### src/pkg/tci_pkg.sv
// Package: constants, types and register map of the thermocouple input control
package tci_pkg;

    // ------------------------------------------------------------
    // Clock and timing
    // ------------------------------------------------------------
    localparam int CLK_KHZ = 20000;           // 20 MHz system clock
    localparam int INTEG_50_US = 20000;       // 20 ms at 50 Hz mains
    localparam int INTEG_60_NS = 16660000;    // 16.66 ms at 60 Hz mains
    localparam int INTEG_50_CYC = INTEG_50_US * (CLK_KHZ / 1000);
    localparam int INTEG_60_CYC = INTEG_60_NS / (1000000 / CLK_KHZ);
    localparam int TEST_US = 50;              // Test-current pulse length
    localparam int TEST_CYC = TEST_US * (CLK_KHZ / 1000);

    // ------------------------------------------------------------
    // Channel and word layout
    // ------------------------------------------------------------
    localparam int NCH = 4;                   // Channels on the module
    localparam int VAL_W = 14;                // Converter value width
    localparam int RAW_NOM = 2048;            // Raw nominal limit
    localparam int RAW_MAX = 4095;            // Raw saturation limit
    localparam int LIN_OVR = 100;             // Overrange band in degrees
    localparam int FLG_OVF_BIT = 0;           // Overflow flag position
    localparam int FLG_BRK_BIT = 1;           // Wire-break flag position
    localparam int VAL_LSB = 3;               // Value starts at bit 3

    // Linearized spans in degrees C
    localparam int J_LO = -200;
    localparam int J_HI = 1200;
    localparam int K_LO = -200;
    localparam int K_HI = 1369;
    localparam int L_LO = -199;
    localparam int L_HI = 900;

    // ------------------------------------------------------------
    // Register map (byte offsets)
    // ------------------------------------------------------------
    localparam logic [7:0] OFS_RESULT0 = 8'h00;  // Results at 0x00..0x0c
    localparam logic [7:0] OFS_STATUS = 8'h10;
    localparam logic [7:0] OFS_IRQ_CLR = 8'h14;
    localparam logic [7:0] OFS_IRQ_EN = 8'h18;
    localparam logic [7:0] OFS_CTRL = 8'h1c;
    localparam logic [7:0] OFS_MODE = 8'h20;
    localparam logic [11:0] IRQ_EN_RST = 12'h000;
    localparam logic [0:0] CTRL_RST = 1'h1;      // Scan runs after reset

    // Thermocouple type selector
    typedef enum logic [1:0] {
        TC_J = 2'h0,
        TC_K = 2'h1,
        TC_L = 2'h2,
        TC_X = 2'h3
    } tci_tc_t;

    // Front-switch settings
    typedef struct packed {
        logic mains_60;       // 1: 60 Hz, 0: 50 Hz
        logic [1:0] ch_cnt;   // Active channels minus one
        logic wb_en;          // Wire-break signalling on
        logic lin_en;         // Linearization on
        logic comp_en;        // Internal compensation on
        tci_tc_t tc_type;     // Thermocouple type
    } tci_mode_t;

    // Register bus request
    typedef struct packed {
        logic [7:0] addr;
        logic [31:0] wdata;
        logic wr;
        logic rd;
    } tci_bus_t;

endpackage

### src/rtl/tci_top.sv
// Thermocouple input control: scan sequencer, wire-break test, registers
//
// The address-and-strobe port and the register offsets were chosen for this implementation.
`timescale 1ns/10ps

// Notes on behaviour
// - Integration time follows mains frequency switch
// - Scan only the selected number of channels
// - Open input lights LED, sets break flag
// - Test current, over-threshold voltage means break
// - Test pulses continue with signalling off
// - Linearized spans per type J, K, L
// - Degree units, overrange, then overflow
// - Compensation gives zero at 0 degrees
// - Raw word left-justified, flags low
// - Raw limits 2048, 4095, overflow bit 0
module tci_top #(
    parameter int INTEG_50 = tci_pkg::INTEG_50_CYC,
    parameter int INTEG_60 = tci_pkg::INTEG_60_CYC
) (
    input wire logic mclk_i,
    input wire logic reset_n_i,
    input wire tci_pkg::tci_mode_t mode_i,
    input wire logic [7:0] addr_i,
    input wire logic [31:0] wdata_i,
    input wire logic wr_i,
    input wire logic rd_i,
    output logic [31:0] rdata_o,
    output logic [1:0] mux_sel_o,
    output logic test_current_o,
    output logic integ_o,
    input wire logic conv_done_i,
    input wire logic signed [tci_pkg::VAL_W-1:0] conv_value_i,
    input wire logic signed [tci_pkg::VAL_W-1:0] term_temp_i,
    input wire logic brk_cmp_i,
    output logic red_led_o,
    output logic irq_o
);
    import tci_pkg::*;

    // ------------------------------------------------------------
    // Input synchronisers
    // ------------------------------------------------------------
    localparam int SYW = $bits(tci_mode_t) + 2 * VAL_W + 2;
    logic [SYW-1:0] sy1_r; // First stage, read only by sy2_r
    logic [SYW-1:0] sy2_r; // Second stage
    tci_mode_t mode; // Synchronised switches
    logic signed [VAL_W-1:0] cval; // Synchronised converter value
    logic signed [VAL_W-1:0] tterm; // Synchronised terminal temp
    logic cdone; // Synchronised conversion done
    logic bcmp; // Synchronised break comparator

    // Switch and converter pins cross two flip-flops before use; bus pins do not
    always_ff @(posedge mclk_i or negedge reset_n_i) begin
        if (!reset_n_i) begin
            sy1_r <= '0;
            sy2_r <= '0;
        end else begin
            sy1_r <= {mode_i, conv_value_i, term_temp_i, conv_done_i,
                      brk_cmp_i};
            sy2_r <= sy1_r;
        end
    end

    assign {mode, cval, tterm, cdone, bcmp} = sy2_r;

    // ------------------------------------------------------------
    // Scan sequencer
    // ------------------------------------------------------------
    typedef enum logic [1:0] {
        S_IDLE,
        S_TEST,
        S_INTEG,
        S_WAIT
    } tci_state_t;

    tci_state_t st_r, st_nxt; // Sequencer state
    logic [18:0] cnt_r, cnt_nxt; // Phase timer
    logic [1:0] ch_r, ch_nxt; // Channel being converted
    logic brk_smp_r, brk_smp_nxt; // Comparator sample of this pass
    logic store; // One-cycle result capture
    logic run; // Scan enabled by software
    logic [18:0] integ_len; // Integration cycles for the mode

    // Mains switch picks the integration window
    always_comb begin
        if (mode.mains_60) begin
            integ_len = 19'(INTEG_60);
        end else begin
            integ_len = 19'(INTEG_50);
        end
    end

    // Next state of the sequencer
    always_comb begin
        st_nxt = st_r;
        cnt_nxt = cnt_r;
        ch_nxt = ch_r;
        brk_smp_nxt = brk_smp_r;
        store = 1'b0;
        case (st_r)
            S_IDLE: begin
                // Start a pass on the current channel
                if (run) begin
                    st_nxt = S_TEST;
                    cnt_nxt = 19'(TEST_CYC - 1);
                end
            end
            S_TEST: begin
                // Test current always flows, enable or not
                if (cnt_r == 19'h0) begin
                    brk_smp_nxt = bcmp;
                    st_nxt = S_INTEG;
                    cnt_nxt = integ_len - 19'h1;
                end else begin
                    cnt_nxt = cnt_r - 19'h1;
                end
            end
            S_INTEG: begin
                // Integrate over a whole mains period
                if (cnt_r == 19'h0) begin
                    st_nxt = S_WAIT;
                end else begin
                    cnt_nxt = cnt_r - 19'h1;
                end
            end
            S_WAIT: begin
                // Converter finishes rundown, then step on
                if (cdone) begin
                    store = 1'b1;
                    st_nxt = S_IDLE;
                    if (ch_r >= mode.ch_cnt) begin
                        ch_nxt = 2'h0;
                    end else begin
                        ch_nxt = ch_r + 2'h1;
                    end
                end
            end
            default: begin
                st_nxt = S_IDLE;
            end
        endcase
    end

    // Sequencer registers
    always_ff @(posedge mclk_i or negedge reset_n_i) begin
        if (!reset_n_i) begin
            st_r <= S_IDLE;
            cnt_r <= 19'h0;
            ch_r <= 2'h0;
            brk_smp_r <= 1'b0;
        end else begin
            st_r <= st_nxt;
            cnt_r <= cnt_nxt;
            ch_r <= ch_nxt;
            brk_smp_r <= brk_smp_nxt;
        end
    end

    assign mux_sel_o = ch_r;
    assign test_current_o = (st_r == S_TEST);
    assign integ_o = (st_r == S_INTEG);

    // ------------------------------------------------------------
    // Value correction and formatting
    // ------------------------------------------------------------
    logic signed [VAL_W-1:0] corr; // Value after compensation
    logic [15:0] fword; // Packed result word
    logic fovr; // Overrange class
    logic fovf; // Overflow class
    logic brk_ind; // Break shown to software

    // Compensation only acts on linearized temperatures
    always_comb begin
        if (mode.lin_en && mode.comp_en) begin
            corr = cval + tterm;
        end else begin
            corr = cval;
        end
        brk_ind = brk_smp_r && mode.wb_en;
    end

    // Linearization without compensation is refused by the
    // operator; the block still formats in degrees if it happens.
    tci_format u_fmt (
        .value_i(corr),
        .mode_i(mode),
        .brk_i(brk_ind),
        .word_o(fword),
        .ovr_o(fovr),
        .ovf_o(fovf)
    );

    // ------------------------------------------------------------
    // Result words and per-channel flags
    // ------------------------------------------------------------
    logic [15:0] res_r [NCH]; // Latest word per channel
    logic [15:0] res_nxt [NCH];
    logic [NCH-1:0] brk_r, brk_nxt; // Current break per channel
    logic [NCH-1:0] ovr_r, ovr_nxt; // Current overrange per channel

    genvar gi;
    generate
        for (gi = 0; gi < NCH; gi++) begin : g_ch
            // Update on completion of this channel; unscanned channels clear their break
            always_comb begin
                res_nxt[gi] = res_r[gi];
                brk_nxt[gi] = brk_r[gi];
                ovr_nxt[gi] = ovr_r[gi];
                if (store && ch_r == 2'(gi)) begin
                    res_nxt[gi] = fword;
                    brk_nxt[gi] = brk_ind;
                    ovr_nxt[gi] = fovr;
                end else if (2'(gi) > mode.ch_cnt) begin
                    // Unscanned channels hold no stale fault
                    brk_nxt[gi] = 1'b0;
                end
            end

            // Result registers
            always_ff @(posedge mclk_i or negedge reset_n_i) begin
                if (!reset_n_i) begin
                    res_r[gi] <= 16'h0000;
                    brk_r[gi] <= 1'b0;
                    ovr_r[gi] <= 1'b0;
                end else begin
                    res_r[gi] <= res_nxt[gi];
                    brk_r[gi] <= brk_nxt[gi];
                    ovr_r[gi] <= ovr_nxt[gi];
                end
            end
        end
    endgenerate

    assign red_led_o = |brk_r;

    // ------------------------------------------------------------
    // Register bus and interrupts
    // ------------------------------------------------------------
    tci_bus_t bus; // Bundled bus request
    logic [11:0] stat_r, stat_nxt; // Sticky events
    logic [11:0] ien_r, ien_nxt; // Interrupt enables
    logic [0:0] ctrl_r, ctrl_nxt; // Scan run bit
    logic [31:0] rdata_r, rdata_nxt; // Read data, one cycle later
    logic [11:0] ev; // Events of this cycle

    assign bus = '{addr: addr_i, wdata: wdata_i, wr: wr_i, rd: rd_i};
    assign run = ctrl_r[0];

    // Address decode shared by read and write paths
    function automatic logic hit(input logic [7:0] a, input logic [7:0] o);
        hit = (a == o);
    endfunction

    // Events: done, break, overflow per channel
    always_comb begin
        ev = 12'h000;
        if (store) begin
            ev[ch_r] = 1'b1;
            ev[4 + ch_r] = brk_ind;
            ev[8 + ch_r] = fovf;
        end
    end

    // Register updates; a set beats a clear in the same cycle
    always_comb begin
        stat_nxt = stat_r;
        ien_nxt = ien_r;
        ctrl_nxt = ctrl_r;
        if (bus.wr && hit(bus.addr, OFS_IRQ_CLR)) begin
            stat_nxt = stat_nxt & ~bus.wdata[11:0];
        end
        stat_nxt = stat_nxt | ev;
        if (bus.wr && hit(bus.addr, OFS_IRQ_EN)) begin
            ien_nxt = bus.wdata[11:0];
        end
        if (bus.wr && hit(bus.addr, OFS_CTRL)) begin
            ctrl_nxt = bus.wdata[0:0];
        end
    end

    // Read mux; unmapped and write-only addresses read zero
    always_comb begin
        rdata_nxt = 32'h0000_0000;
        if (bus.rd) begin
            if (bus.addr[7:4] == 4'h0 && bus.addr[1:0] == 2'h0) begin
                rdata_nxt = {16'h0000, res_r[bus.addr[3:2]]};
            end else if (hit(bus.addr, OFS_STATUS)) begin
                rdata_nxt = {20'h00000, stat_r};
            end else if (hit(bus.addr, OFS_IRQ_EN)) begin
                rdata_nxt = {20'h00000, ien_r};
            end else if (hit(bus.addr, OFS_CTRL)) begin
                rdata_nxt = {31'h0000_0000, ctrl_r};
            end else if (hit(bus.addr, OFS_MODE)) begin
                rdata_nxt = {16'h0000, 4'h0, ovr_r, mode};
            end
        end
    end

    // Bus-side registers
    always_ff @(posedge mclk_i or negedge reset_n_i) begin
        if (!reset_n_i) begin
            stat_r <= 12'h000;
            ien_r <= IRQ_EN_RST;
            ctrl_r <= CTRL_RST;
            rdata_r <= 32'h0000_0000;
        end else begin
            stat_r <= stat_nxt;
            ien_r <= ien_nxt;
            ctrl_r <= ctrl_nxt;
            rdata_r <= rdata_nxt;
        end
    end

    assign rdata_o = rdata_r;
    assign irq_o = |(stat_r & ien_r);

endmodule

### src/rtl/tci_format.sv
// Range classification and result-word packing for one conversion
`timescale 1ns/10ps
module tci_format (
    input wire logic signed [tci_pkg::VAL_W-1:0] value_i,
    input wire tci_pkg::tci_mode_t mode_i,
    input wire logic brk_i,
    output logic [15:0] word_o,
    output logic ovr_o,
    output logic ovf_o
);
    import tci_pkg::*;

    // ------------------------------------------------------------
    // Classification
    // ------------------------------------------------------------
    logic signed [VAL_W-1:0] lo; // Nominal low bound
    logic signed [VAL_W-1:0] hi; // Nominal high bound
    logic signed [VAL_W-1:0] sat; // Value after saturation
    logic [12:0] mant; // Sign plus 12 bits

    // Bounds, classes and saturation
    always_comb begin
        lo = -(VAL_W'(RAW_NOM));
        hi = VAL_W'(RAW_NOM);
        ovr_o = 1'b0;
        ovf_o = 1'b0;
        sat = value_i;
        if (mode_i.lin_en) begin
            // One unit per degree; span per type
            case (mode_i.tc_type)
                TC_J: begin
                    lo = VAL_W'(J_LO);
                    hi = VAL_W'(J_HI);
                end
                TC_L: begin
                    lo = VAL_W'(L_LO);
                    hi = VAL_W'(L_HI);
                end
                default: begin
                    lo = VAL_W'(K_LO);
                    hi = VAL_W'(K_HI);
                end
            endcase
            // Just outside is overrange, further out overflow
            if (value_i > hi + VAL_W'(LIN_OVR)) begin
                ovf_o = 1'b1;
                sat = hi + VAL_W'(LIN_OVR);
            end else if (value_i < lo - VAL_W'(LIN_OVR)) begin
                ovf_o = 1'b1;
                sat = lo - VAL_W'(LIN_OVR);
            end else if (value_i > hi || value_i < lo) begin
                ovr_o = 1'b1;
            end
        end else begin
            // Raw millivolt counts, 2048 units per 50 mV
            if (value_i > VAL_W'(RAW_MAX)) begin
                ovf_o = 1'b1;
                sat = VAL_W'(RAW_MAX);
            end else if (value_i < -(VAL_W'(RAW_MAX))) begin
                ovf_o = 1'b1;
                sat = -(VAL_W'(RAW_MAX));
            end else if (value_i > hi || value_i < lo) begin
                ovr_o = 1'b1;
            end
        end
    end

    // ------------------------------------------------------------
    // Packing
    // ------------------------------------------------------------
    // Left-justified two's complement, flags in the low bits
    always_comb begin
        mant = sat[12:0];
        word_o = {mant, 3'h0};
        word_o[FLG_OVF_BIT] = ovf_o;
        if (brk_i) begin
            // Value is meaningless on an open input
            word_o = 16'h0000;
            word_o[FLG_BRK_BIT] = 1'b1;
        end
    end

endmodule

### config.mk
export PLATFORM = sky130hd
export DESIGN_NAME = tci_top
export DESIGN_NICKNAME = d
export VERILOG_FILES = /design/src/pkg/tci_pkg.sv /design/src/rtl/tci_top.sv /design/src/rtl/tci_format.sv
export SDC_FILE = /design/constraint.sdc
export NUM_CORES = 1
export LEC_CHECK = 0
export BUFFER_PORTS_ARGS = -buffer_cell sky130_fd_sc_hd__buf_2
export CORE_MARGIN = 1.5
export CORE_UTILIZATION = 63
export CTS_CLUSTER_SIZE = 40
export DETAILED_ROUTE_END_ITERATION = 8
export GPL_ROUTABILITY_DRIVEN = 0
export HOLD_SLACK_MARGIN = 0.02
export PLACE_DENSITY = 0.95
export SETUP_SLACK_MARGIN = 0.4
export SYNTH_ARGS = -nofsm -noshare
export SYNTH_HDL_FRONTEND = slang
export SYNTH_SLANG_ARGS = --single-unit
### constraint.sdc
create_clock -name mclk_i -period 10 [get_ports mclk_i]
set_clock_uncertainty 0.1 [all_clocks]
set_input_delay 1 -clock mclk_i [delete_from_list [all_inputs] [get_ports mclk_i]]
set_output_delay 1 -clock mclk_i [all_outputs]
set_load 0.05 [all_outputs]
==> metrics.cfg, run 1 <==
[clock_network]
htree_num_levels = 1
post_cts_buffers = 0
insertion_delay_ns = 0.51
cts.sink_count = 209
cts_made_buffers = 22
postCtsHoldBufs = 0
tritoncts_clock_tree = done
max-clock-path-buffers = 3
path_clk_slew_ns = 0.06
cts_root_buf = sky130_fd_sc_hd__clkbuf_16
cts_repair_resize_count = 0

[power]
pwr-share-seq_pct = 41.3
share_comb_of_total_power_pct = 28.3
powerDensity_nw_per_um2 = 238
intPower_w = 0.00185
power.net_switching_w = 0.000953
finalPower_w = 0.00280
max-vdd-ir-drop_uv = 160
switching_power_share_of_the_total_pct = 34.0
leak_nw = 5.45
share_clk_of_total_power_pct = 30.4

[drt]
drtPass1Iterations = 6
avgViaCountPerCell = 6.40
vias = 8278
drt_wl_total_mm = 24.5
final_antenna_net_count = 0
drt_drc = 0
drt-initial-drc-count = 765
wire_per_inst_um = 18.9

[grt]
grt_pass1_wl_mm = 40.2
grt_overflow_total = 0
overall_global_routing_resource_usage_pct = 28.4
grt_pass1_vias = 8005
gr-max-usage-layer = met2
grt_max_degree = 127
grt.met1_usage_pct = 38.0
grt_antenna_before_repair = 0
groute.layer.met3.usage_pct = 3.92
global_route.usage.met2_pct = 47.5

[sta]
finalWorstPathRequiredPeriod_ns = 5.75
worst_max_slew_pin_slew_ns = 1.17
max_slew_margin_pct = 21.9
drv_slew = 0
setup_viol = 0
tns_ns = 0
grt_setup_unrepaired = no
hold_viol = 0
setup_ws_ns = 4.25
max_freq_mhz = 174
post_route_clock_period_utilization_pct = 57.5

[synthesis]
synthArstFlopShare_pct = 100
synth-warning-count = 0
syn_inst = 987
synth_area_per_cell_um2 = 10.7
ys.flop_type = sky130_fd_sc_hd__dfrtp_1
synth-edff-count = 0
synth_largest_area_cell = sky130_fd_sc_hd__dfrtp_1
post_synth_main_area_contributors = sky130_fd_sc_hd__dfrtp_1 (49%), sky130_fd_sc_hd__nand2_1 (5.3%), sky130_fd_sc_hd__ha_1 (4.7%), sky130_fd_sc_hd__o31ai_1 (3.5%), sky130_fd_sc_hd__mux4_2 (3.2%)
synth.yosys.seq_area_share_pct = 49.6
yosysUniqueCellTypes = 92
yosys_register_bits = 209
yosys.area.top_type_share_pct = 49.4
synth.cell_area_um2 = 10500

[final_layout]
mostFrequentLayoutCell = sky130_fd_sc_hd__dfrtp_1
post_layout_nets = 1181
num_antenna_cells = 0
layout.cells.most_common_list = sky130_fd_sc_hd__dfrtp_1 (208), sky130_fd_sc_hd__nand2_1 (148), sky130_fd_sc_hd__buf_2 (82)
areaGrowthSynthToFinish_pct = 11.7
final_layout_size_suffix_gt1_share_pct = 18.1

[critical_path]
cp-end-kind = flop
worst-path-max-fanout = 29
cp-start-kind = flop
arrival_time_of_the_worst_setup_path_ns = 5.97
critical_path_required_ns = 10.22
worst_setup_path_type = flop to flop

[floorplanning]
die_w_um = 132
floorplan.die.height_um = 132
design.core.area_um2 = 16500
core.rowCount = 47
start_util_pct = 64.0
die-area_um2 = 17500
io-pin-count = 120

[flow_run]
maxCapViolations = 0

[placed_design]
port_buffers = 83
dp_hpwl_mm = 16.1
pre_cts_ws_ns = 4.66

[min_path]
timing.hold.worst.class = flop to flop

[run_status]
run_status = finished clean

-- logic make-up after synthesis --
kind of cell,share of synthesized area [%]
simple gates,14.7
compound gates,19.9
flops,49.6
buf+inv,4.52
fa+ha+maj,5.03
mux,5.49
xor+xnor,0.581
other cells,0.0712
-- power by group through the flow --
stage	combinational (W)	sequential [W]	clock (W)
6_report	0.000793	0.00116	0.000850
4_1_cts	0.000789	0.00115	0.000858
3_5_place_dp	0.000776	0.00116	0
5_1_grt	0.000886	0.00117	0.000893
2_1_floorplan	0.000593	0.00113	0
3_3_place_gp	0.000733	0.00114	0
-- path summary, 6_finish.rpt --
| path | from | end | slack [ns] | cells after the start |
|---|---|---|---|---|
| setup / recovery | sy2_r[33] | res_r[37] | 4.25 | 12 |
| hold / removal | sy1_r[10] | sy2_r[10] | 0.24 | 0 |
| setup reg to reg | sy2_r[33] | res_r[37] | 4.25 | 12 |
| hold reg to reg | sy1_r[10] | sy2_r[10] | 0.24 | 0 |
| max in group asynchronous | reset_n_i | res_r[9] | 7.64 | 2 |
| min in group asynchronous | reset_n_i | res_r[29] | 0.55 | 1 |
-- cells in the mapped netlist (all sizes together) (8+ instances only) --
cell type	instances
nor3	20
ha	40
a21oi	30
a31oi	12
or4	8
o21ai	72
o21a	9
mux4	15
buf	34
a221oi	15
nand3	22
mux2	17
or2	8
a22o	17
o31ai	51
nand2	148
dfrtp	208
and3	12
a21o	14
or3	9
inv	31
nor2	23
clkbuf	26
nor2b	17
-- flip-flops by register name, indices dropped and copies added (netlist names) --
register / flops
brk_r: 4
brk_smp_r: 1
cnt_r: 19
ctrl_r: 1
ien_r: 12
mux_sel_o: 2
ovr_r: 4
rdata_o: 16
res_r: 60
st_r: 2
stat_r: 12
sy1_r: 38
sy2_r: 38
-- layer usage --
metal	vias to the layer above	part of all wire, %
li1	3779	-
met1	4009	40
met2	413	49
met3	77	7.4
met4	0	3.5
met5	-	0
-- worst max-delay path, cell delays in order (launching register included) --
cell and delay [ns]:
sky130_fd_sc_hd__dfrtp_1 0.93, sky130_fd_sc_hd__nand2_1 0.85, sky130_fd_sc_hd__or4_2 0.90, sky130_fd_sc_hd__nand3_2 0.16, sky130_fd_sc_hd__ha_1 0.30, sky130_fd_sc_hd__a21oi_1 0.19
sky130_fd_sc_hd__o211ai_1 0.10, sky130_fd_sc_hd__o22ai_1 0.28, sky130_fd_sc_hd__o21ai_0 0.14, sky130_fd_sc_hd__a211oi_1 0.51, sky130_fd_sc_hd__o211ai_1 0.35, sky130_fd_sc_hd__a31oi_1 0.57
sky130_fd_sc_hd__o31ai_1 0.17
-- stage by stage --
step | hold slack, ns | utilization [%] | area (µm²) | std cells
after floorplan | 0.231 | - | 10600 | 1002
after global placement | 0.232 | 66.9 | 11000 | 1254
after detailed placement | 0.235 | 66.9 | 11000 | 1254
after CTS | 0.244 | 71.5 | 11800 | 1293
after global routing | 0.251 | 71.5 | 11800 | 1293
final | 0.242 | 71.5 | 11800 | 1293
-- cell type report --
| class | instances | area [µm²] |
|---|---|---|
| flip-flops and latches | 209 | 5230 |
| multi-input cells | 701 | 4900 |
| fillers | 1144 | 4690 |
| clock buffers | 30 | 632 |
| repair buffers | 93 | 499 |
| well taps | 220 | 275 |
| clock inverters | 9 | 128 |
| inverters | 31 | 116 |
Note: power is estimated with default switching activity, not from simulation.
==> run 2, diff against run 1 <==
--- a/config.mk
+++ b/config.mk
@@ -5,14 +5,15 @@
 export SDC_FILE = /design/constraint.sdc
 export NUM_CORES = 1
 export LEC_CHECK = 0
+export ABC_AREA = 1
 export BUFFER_PORTS_ARGS = -buffer_cell sky130_fd_sc_hd__buf_2
 export CORE_MARGIN = 1.5
-export CORE_UTILIZATION = 63
+export CORE_UTILIZATION = 59
 export CTS_CLUSTER_SIZE = 40
 export DETAILED_ROUTE_END_ITERATION = 8
 export GPL_ROUTABILITY_DRIVEN = 0
 export HOLD_SLACK_MARGIN = 0.02
-export PLACE_DENSITY = 0.95
+export PLACE_DENSITY = 0.91
 export SETUP_SLACK_MARGIN = 0.4
 export SYNTH_ARGS = -nofsm -noshare
 export SYNTH_HDL_FRONTEND = slang
==> constraint.sdc (replaced) <==
create_clock -name mclk_i -period 5.9 [get_ports mclk_i]
set_clock_uncertainty 0.1 [all_clocks]
set_input_delay 0.59 -clock mclk_i [delete_from_list [all_inputs] [get_ports mclk_i]]
set_output_delay 0.59 -clock mclk_i [all_outputs]
set_load 0.05 [all_outputs]
==> run 2 against run 1 <==
Effect of this change: register-to-register slack got worse by 2.6 ns; sequential share of layout area rose by 0.39 points; critical path type unchanged; clock power rose by 61%; clock-buffer cell count rose by 4; critical endpoint is now res_r[12]; die area rose by 5.4%; largest power group unchanged; combinational power rose by 48%; via count rose by 11%.
==> metrics.cfg, run 2 <==
[min_path]
timing.hold.worst.class = primary input to flop
hold_end = sy1_r[27]
holdPathStages = 1
hold_path_startpoint = conv_value_i[11]

[drt]
vias = 9198
wire_per_inst_um = 16.4
drt_wl_total_mm = 25.7
avgViaCountPerCell = 5.88
final_antenna_net_count = 0
drtPass1Iterations = 7
drt_drc = 0
drt-initial-drc-count = 998

[sta]
post_route_clock_period_utilization_pct = 72.8
worst_max_slew_pin_slew_ns = 0.880
grt_setup_unrepaired = no
max_slew_margin_pct = 41.2
setup_ws_ns = 1.60
setup_viol = 0
finalWorstPathRequiredPeriod_ns = 4.30
drv_slew = 0
tns_ns = 0
max_freq_mhz = 233
hold_viol = 0

[grt]
grt_pass1_wl_mm = 41.5
grt_pass1_vias = 8819
grt_overflow_total = 0
grt_antenna_before_repair = 0
grt_max_degree = 73
overall_global_routing_resource_usage_pct = 28.1

[synthesis]
yosys.area.top_type_share_pct = 50.0
synthMostInstantiatedCell = sky130_fd_sc_hd__nand2_1
xor_xnor_share_of_the_synthesized_area_pct = 1.18
ys.flop_type = sky130_fd_sc_hd__dfrtp_1
synth_adder_area_share_pct = 5.00
synth.cells.most_frequent = sky130_fd_sc_hd__nand2_1 (349), sky130_fd_sc_hd__dfrtp_1 (208), sky130_fd_sc_hd__inv_1 (141)
synth.yosys.seq_area_share_pct = 50.2
yosys_register_bits = 209
synth_largest_area_cell = sky130_fd_sc_hd__dfrtp_1
synth_area_per_cell_um2 = 8.36
synth-compound-area-share_pct = 12.1
synth-warning-count = 0
muxShareOfSynthArea_pct = 0.108
synth_simple_gate_area_share_pct = 23.5
synth.cell_area_um2 = 10400
synthArstFlopShare_pct = 100
syn_inst = 1246
yosysUniqueCellTypes = 52
largest_family_of_logic_cells_by_synthesized_area = simple AND/OR/NAND/NOR gates
post_synth_main_area_contributors = sky130_fd_sc_hd__dfrtp_1 (50%), sky130_fd_sc_hd__nand2_1 (13%), sky130_fd_sc_hd__inv_1 (5.1%), sky130_fd_sc_hd__ha_1 (4.8%), sky130_fd_sc_hd__nand3_1 (3.8%)
synth-edff-count = 0

[power]
switching_power_share_of_the_total_pct = 34.4
powerDensity_nw_per_um2 = 380
power.net_switching_w = 0.00152
intPower_w = 0.00291
finalPower_w = 0.00443
max-vdd-ir-drop_uv = 254
share_comb_of_total_power_pct = 26.4
leak_nw = 5.91
pwr-share-seq_pct = 42.7
share_clk_of_total_power_pct = 30.9

[critical_path]
cp_slowest_stage_delay_ns = 0.71
worst_path_most_repeated_cell = sky130_fd_sc_hd__nand2_1
arrival_time_of_the_worst_setup_path_ns = 4.58
regToRegSetupSlack_ns = 1.60
cp-start-kind = flop
critical-path-top-delay-family = simple AND/OR/NAND/NOR gates
slowest_stage = sky130_fd_sc_hd__dfrtp_1
r2r-end = res_r[12]
timing.critical_path.buf_inv = 4
cp-end-kind = flop
worst_setup_path_type = flop to flop
reg2reg_depth = 23
reg2reg_from = sy2_r[33]
critical_path_required_ns = 6.19
worst-path-max-fanout = 17
crit_chain = nand2_1 -> inv_2 -> nor2_1 -> inv_1 -> nand2_2 -> inv_1 -> ha_1 -> nor2_1 -> nand3_1 -> inv_1 -> a21oi_1 -> o21ai_0 -> nand4_1 -> nand2_1 -> nand2_1 -> nand2_1 -> nand2_1 -> nand2_2 -> nand2_1 -> o21ai_0 -> nand2_1 -> nand3_1 -> nand2_1

[clock_network]
max-clock-path-buffers = 3
cts_made_buffers = 22
post_cts_buffers = 0
insertion_delay_ns = 0.52
path_clk_slew_ns = 0.06
cts.sink_count = 209
cts_repair_resize_count = 0
tritoncts_clock_tree = done
htree_num_levels = 1
cts_root_buf = sky130_fd_sc_hd__clkbuf_16

[flow_run]
maxCapViolations = 0

[final_layout]
regMostFlops = res_r
post-route-cell-area_um2 = 11700
areaGrowthSynthToFinish_pct = 12.1
largest_registers = res_r x60, sy1_r x38, sy2_r x38
final_layout_size_suffix_gt1_share_pct = 11.0
finalNonFillerCells = 1563
num_antenna_cells = 0
mostFrequentLayoutCell = sky130_fd_sc_hd__nand2_1
layout.cells.most_common_list = sky130_fd_sc_hd__nand2_1 (349), sky130_fd_sc_hd__dfrtp_1 (208), sky130_fd_sc_hd__inv_1 (141)
number_of_flip_flops_under_the_largest_register_name = 60
post_layout_nets = 1447

[run_status]
run_status = finished clean

[floorplanning]
floorplan.die.height_um = 136
core.rowCount = 48
design.core.area_um2 = 17300
die_w_um = 136
io-pin-count = 120
start_util_pct = 60.2
die-area_um2 = 18500

[placed_design]
port_buffers = 83
placedInstanceArea_um2 = 10900
pre_cts_ws_ns = 1.80
dp_cells = 1524
dp_hpwl_mm = 17.7

-- run 2: kinds of logic (layout without fill, tap and decap cells) --
| kind of cell | after synthesis | in the layout |
|---|---|---|
| flops | 209 | 209 |
| buf+inv | 195 | 272 |
| compound gates | 203 | 203 |
| xor+xnor | 14 | 14 |
| fa+ha+maj | 41 | 41 |
| simple gates | 581 | 581 |
| other cells | 2 | 17 |
| mux | 1 | 1 |
-- run 2: layer usage --
layer	up-vias	global-route usage, %	share of wire [%]	wire length (µm)
li1	4213	-	-	-
met1	4304	35.9	39	10000
met2	563	47.4	48	12300
met3	118	5.11	8.7	2240
met4	0	11.6	4.1	1050
met5	-	0	0	0
-- run 2: stage by stage --
stage / utilization, % / hold WS (ns)
5_1_grt: 67.5 / 0.0641
2_1_floorplan: - / 0.194
6_report: 67.5 / 0.0740
3_3_place_gp: 63.3 / 0.232
4_1_cts: 67.5 / 0.0660
3_5_place_dp: 63.3 / 0.235
-- run 2: power groups by stage --
stage / sequential, W / combinational (W) / clock [W]
2_1_floorplan: 0.00188 / 0.000842 / 0
3_3_place_gp: 0.00189 / 0.00106 / 0
3_5_place_dp: 0.00190 / 0.00112 / 0
4_1_cts: 0.00188 / 0.00115 / 0.00139
5_1_grt: 0.00192 / 0.00130 / 0.00144
6_report: 0.00189 / 0.00117 / 0.00137
-- run 2: area by class of cell --
type / count / area (µm²)
inverters: 145 / 544
flip-flops and latches: 209 / 5230
well taps: 225 / 282
clock inverters: 4 / 45.0
clock buffers: 34 / 677
multi-input cells: 857 / 4430
repair buffers: 89 / 472
fillers: 1325 / 5620
-- run 2: timing repair --
item,CTS,global route
hold buffers,1,0
hold endpoints to repair,70,0
endpoints found under the setup margin,0,0
-- run 2: worst register-to-register path, cell delays in order, from the launching register on --
cell and delay [ns]:
sky130_fd_sc_hd__dfrtp_1 0.71, sky130_fd_sc_hd__nand2_1 0.47, sky130_fd_sc_hd__inv_2 0.42, sky130_fd_sc_hd__nor2_1 0.11, sky130_fd_sc_hd__inv_1 0.09, sky130_fd_sc_hd__nand2_2 0.11
sky130_fd_sc_hd__inv_1 0.12, sky130_fd_sc_hd__ha_1 0.27, sky130_fd_sc_hd__nor2_1 0.21, sky130_fd_sc_hd__nand3_1 0.12, sky130_fd_sc_hd__inv_1 0.08, sky130_fd_sc_hd__a21oi_1 0.07
sky130_fd_sc_hd__o21ai_0 0.17, sky130_fd_sc_hd__nand4_1 0.13, sky130_fd_sc_hd__nand2_1 0.09, sky130_fd_sc_hd__nand2_1 0.05, sky130_fd_sc_hd__nand2_1 0.07, sky130_fd_sc_hd__nand2_1 0.08
sky130_fd_sc_hd__nand2_2 0.21, sky130_fd_sc_hd__nand2_1 0.09, sky130_fd_sc_hd__o21ai_0 0.09, sky130_fd_sc_hd__nand2_1 0.13, sky130_fd_sc_hd__nand3_1 0.11, sky130_fd_sc_hd__nand2_1 0.07
-- run 2: how the worst max path moves through the flow --
stage                          from   endpoint  slack [ns]  cells after the start
after floorplan           sy2_r[16]  res_r[12]        2.57                     28
after global placement    sy2_r[33]  stat_r[9]        1.95                     21
after detailed placement  sy2_r[33]  stat_r[9]        1.80                     21
after CTS                 sy2_r[33]  res_r[12]        1.78                     22
after global routing      sy2_r[33]  res_r[12]        1.34                     22
final                     sy2_r[33]  res_r[12]        1.60                     23
==> run 3, diff against run 2 <==
==> constraint.sdc (replaced) <==
create_clock -name mclk_i -period 4.15 [get_ports mclk_i]
set_clock_uncertainty 0.1 [all_clocks]
set_input_delay 0.415 -clock mclk_i [delete_from_list [all_inputs] [get_ports mclk_i]]
set_output_delay 0.415 -clock mclk_i [all_outputs]
set_load 0.05 [all_outputs]
==> run 3 against run 2 <==
Effect of this change: clock-buffer cell count down 4; first-iteration DRC count is 19% higher; combinational power grew 50%; sequential power increased by 42%; final cell count rose by 3.3%; clock power rose by 51%; critical path type unchanged; largest cell class unchanged; largest power group unchanged.
==> metrics.cfg, run 3 (synthesis results as in run 2) <==
[sta]
grt_setup_unrepaired = yes
max_slew_margin_pct = 39.5
drv_slew = 0
setup_viol = 0
post_route_clock_period_utilization_pct = 89.0
max_freq_mhz = 271
worst_max_slew_pin_slew_ns = 0.908
tns_ns = 0
hold_viol = 0
finalWorstPathRequiredPeriod_ns = 3.69

[drt]
drt_drc = 0
drt_wl_total_mm = 27.9
avgViaCountPerCell = 5.91
vias = 9546
drtPass1Iterations = 9
wire_per_inst_um = 17.3
drt-initial-drc-count = 1192
final_antenna_net_count = 0

[min_path]
holdPathStages = 3
timing.hold.worst.class = primary input to flop

[grt]
grt_max_degree = 119
overall_global_routing_resource_usage_pct = 29.3
grt_antenna_before_repair = 0
grt_pass1_vias = 9146
grt_pass1_wl_mm = 43.2
grt_overflow_total = 0

[critical_path]
arrival_time_of_the_worst_setup_path_ns = 3.99
cp-start-kind = flop
worst_setup_path_type = flop to flop
reg2reg_depth = 23
worst_path_most_repeated_cell = sky130_fd_sc_hd__nand2_1
cp_slowest_stage_delay_ns = 0.41
critical_path_required_ns = 4.45
worst-path-max-fanout = 6
crit_chain = ha_4 -> inv_1 -> fa_2 -> inv_1 -> nand3_1 -> nand2_2 -> nand3_1 -> nand2_1 -> nand2_1 -> nand3_1 -> nand2_1 -> ha_1 -> nand2_1 -> nor2_1 -> and3_1 -> a21oi_2 -> nand2_4 -> nand2_8 -> nand2_1 -> nand2_1 -> nand2_1 -> nand4_1 -> nand2_1
slowest_stage = sky130_fd_sc_hd__dfrtp_1
cp-end-kind = flop

[clock_network]
cts_made_buffers = 22
tritoncts_clock_tree = done
max-clock-path-buffers = 3
insertion_delay_ns = 0.51
cts_root_buf = sky130_fd_sc_hd__clkbuf_16
htree_num_levels = 1
path_clk_slew_ns = 0.06
cts.sink_count = 209

[run_status]
run_status = finished clean

[power]
powerDensity_nw_per_um2 = 526
pwr-share-seq_pct = 41.3
max-vdd-ir-drop_uv = 450
share_comb_of_total_power_pct = 27.0
switching_power_share_of_the_total_pct = 34.4
intPower_w = 0.00428
leak_nw = 6.16
share_clk_of_total_power_pct = 31.7
power.net_switching_w = 0.00225

[final_layout]
largest_registers = res_r x60, sy1_r x38, sy2_r x38
regMostFlops = res_r
final.fill_count = 1216
number_of_flip_flops_under_the_largest_register_name = 60
final_core_util_pct = 71.7
num_antenna_cells = 0
layout.cells.most_common_list = sky130_fd_sc_hd__nand2_1 (337), sky130_fd_sc_hd__dfrtp_1 (208), sky130_fd_sc_hd__inv_1 (139)
mostFrequentLayoutCell = sky130_fd_sc_hd__nand2_1
post_layout_nets = 1497
areaGrowthSynthToFinish_pct = 19.1
final_layout_size_suffix_gt1_share_pct = 14.1

[placed_design]
port_buffers = 83
dp_hpwl_mm = 17.6

[floorplanning]
start_util_pct = 60.2
die_w_um = 136
design.core.area_um2 = 17300
floorplan.die.height_um = 136
core.rowCount = 48
die-area_um2 = 18500
io-pin-count = 120

[flow_run]
maxCapViolations = 0

run 3: worst paths after layout:
path | start | end | slack, ns
max in group asynchronous | reset_n_i | ctrl_r | 2.42
worst max register to register | sy2_r[16] | res_r[3] | 0.46
worst min register to register | sy1_r[32] | sy2_r[32] | 0.24
worst max-delay path | sy2_r[16] | res_r[3] | 0.46
min in group asynchronous | reset_n_i | res_r[0] | 0.51
worst min-delay path | wdata_i[11] | ien_r[11] | 0.09
run 3: stage by stage:
step | hold slack [ns] | setup WS [ns] | cell area (µm²) | total power (W) | std cells
global route | 0.100 | 0.162 | 12400 | 0.00685 | 1614
floorplan | 0.0194 | 0.823 | 10500 | 0.00386 | 1261
CTS | 0.0870 | 0.444 | 12200 | 0.00641 | 1610
finish | 0.0925 | 0.457 | 12400 | 0.00653 | 1614
detailed placement | 0.235 | 0.283 | 11000 | 0.00429 | 1531
global placement | 0.232 | 0.446 | 11000 | 0.00420 | 1531
run 3: cell type report:
cell class | count | area (µm²) | share of cell area (%)
flip-flops and latches | 209 | 5230 | 42.2
multi-input cells | 859 | 4650 | 37.5
repair buffers | 137 | 927 | 7.48
clock buffers | 30 | 642 | 5.18
inverters | 145 | 544 | 4.39
well taps | 225 | 282 | 2.27
clock inverters | 9 | 128 | 1.03
run 3: power by group through the flow:
stage / combinational (W) / sequential, W / clock, W
6_report: 0.00176 / 0.00269 / 0.00207
5_1_grt: 0.00195 / 0.00273 / 0.00217
4_1_cts: 0.00166 / 0.00268 / 0.00207
3_5_place_dp: 0.00159 / 0.00270 / 0
3_3_place_gp: 0.00152 / 0.00268 / 0
2_1_floorplan: 0.00120 / 0.00267 / 0
run 3: layer usage:
| metal | global-route usage (%) | routed length [µm] |
|---|---|---|
| met5 | 0 | 0 |
| met4 | 12.9 | 1240 |
| met3 | 5.82 | 2860 |
| met2 | 49.6 | 13500 |
| met1 | 36.5 | 10400 |
run 3: what timing repair did:
action,CTS,global route
gates resized for setup,7,48
hold buffers,39,0
buffers inserted,0,3
endpoints found under the hold margin,153,0
pin swaps,1,7
setup endpoints to repair,50,60
cloned,1,1
run 3: worst max-delay path: cells and delay by family, from the launching register on:
family / cells / cell delay, ns
AOI/OAI and AO/OA: 1 / 0.24
buffers and inverters: 2 / 0.16
DFF: 1 / 0.41
adders and majority gates: 3 / 0.87
and+or+nand+nor: 17 / 1.80
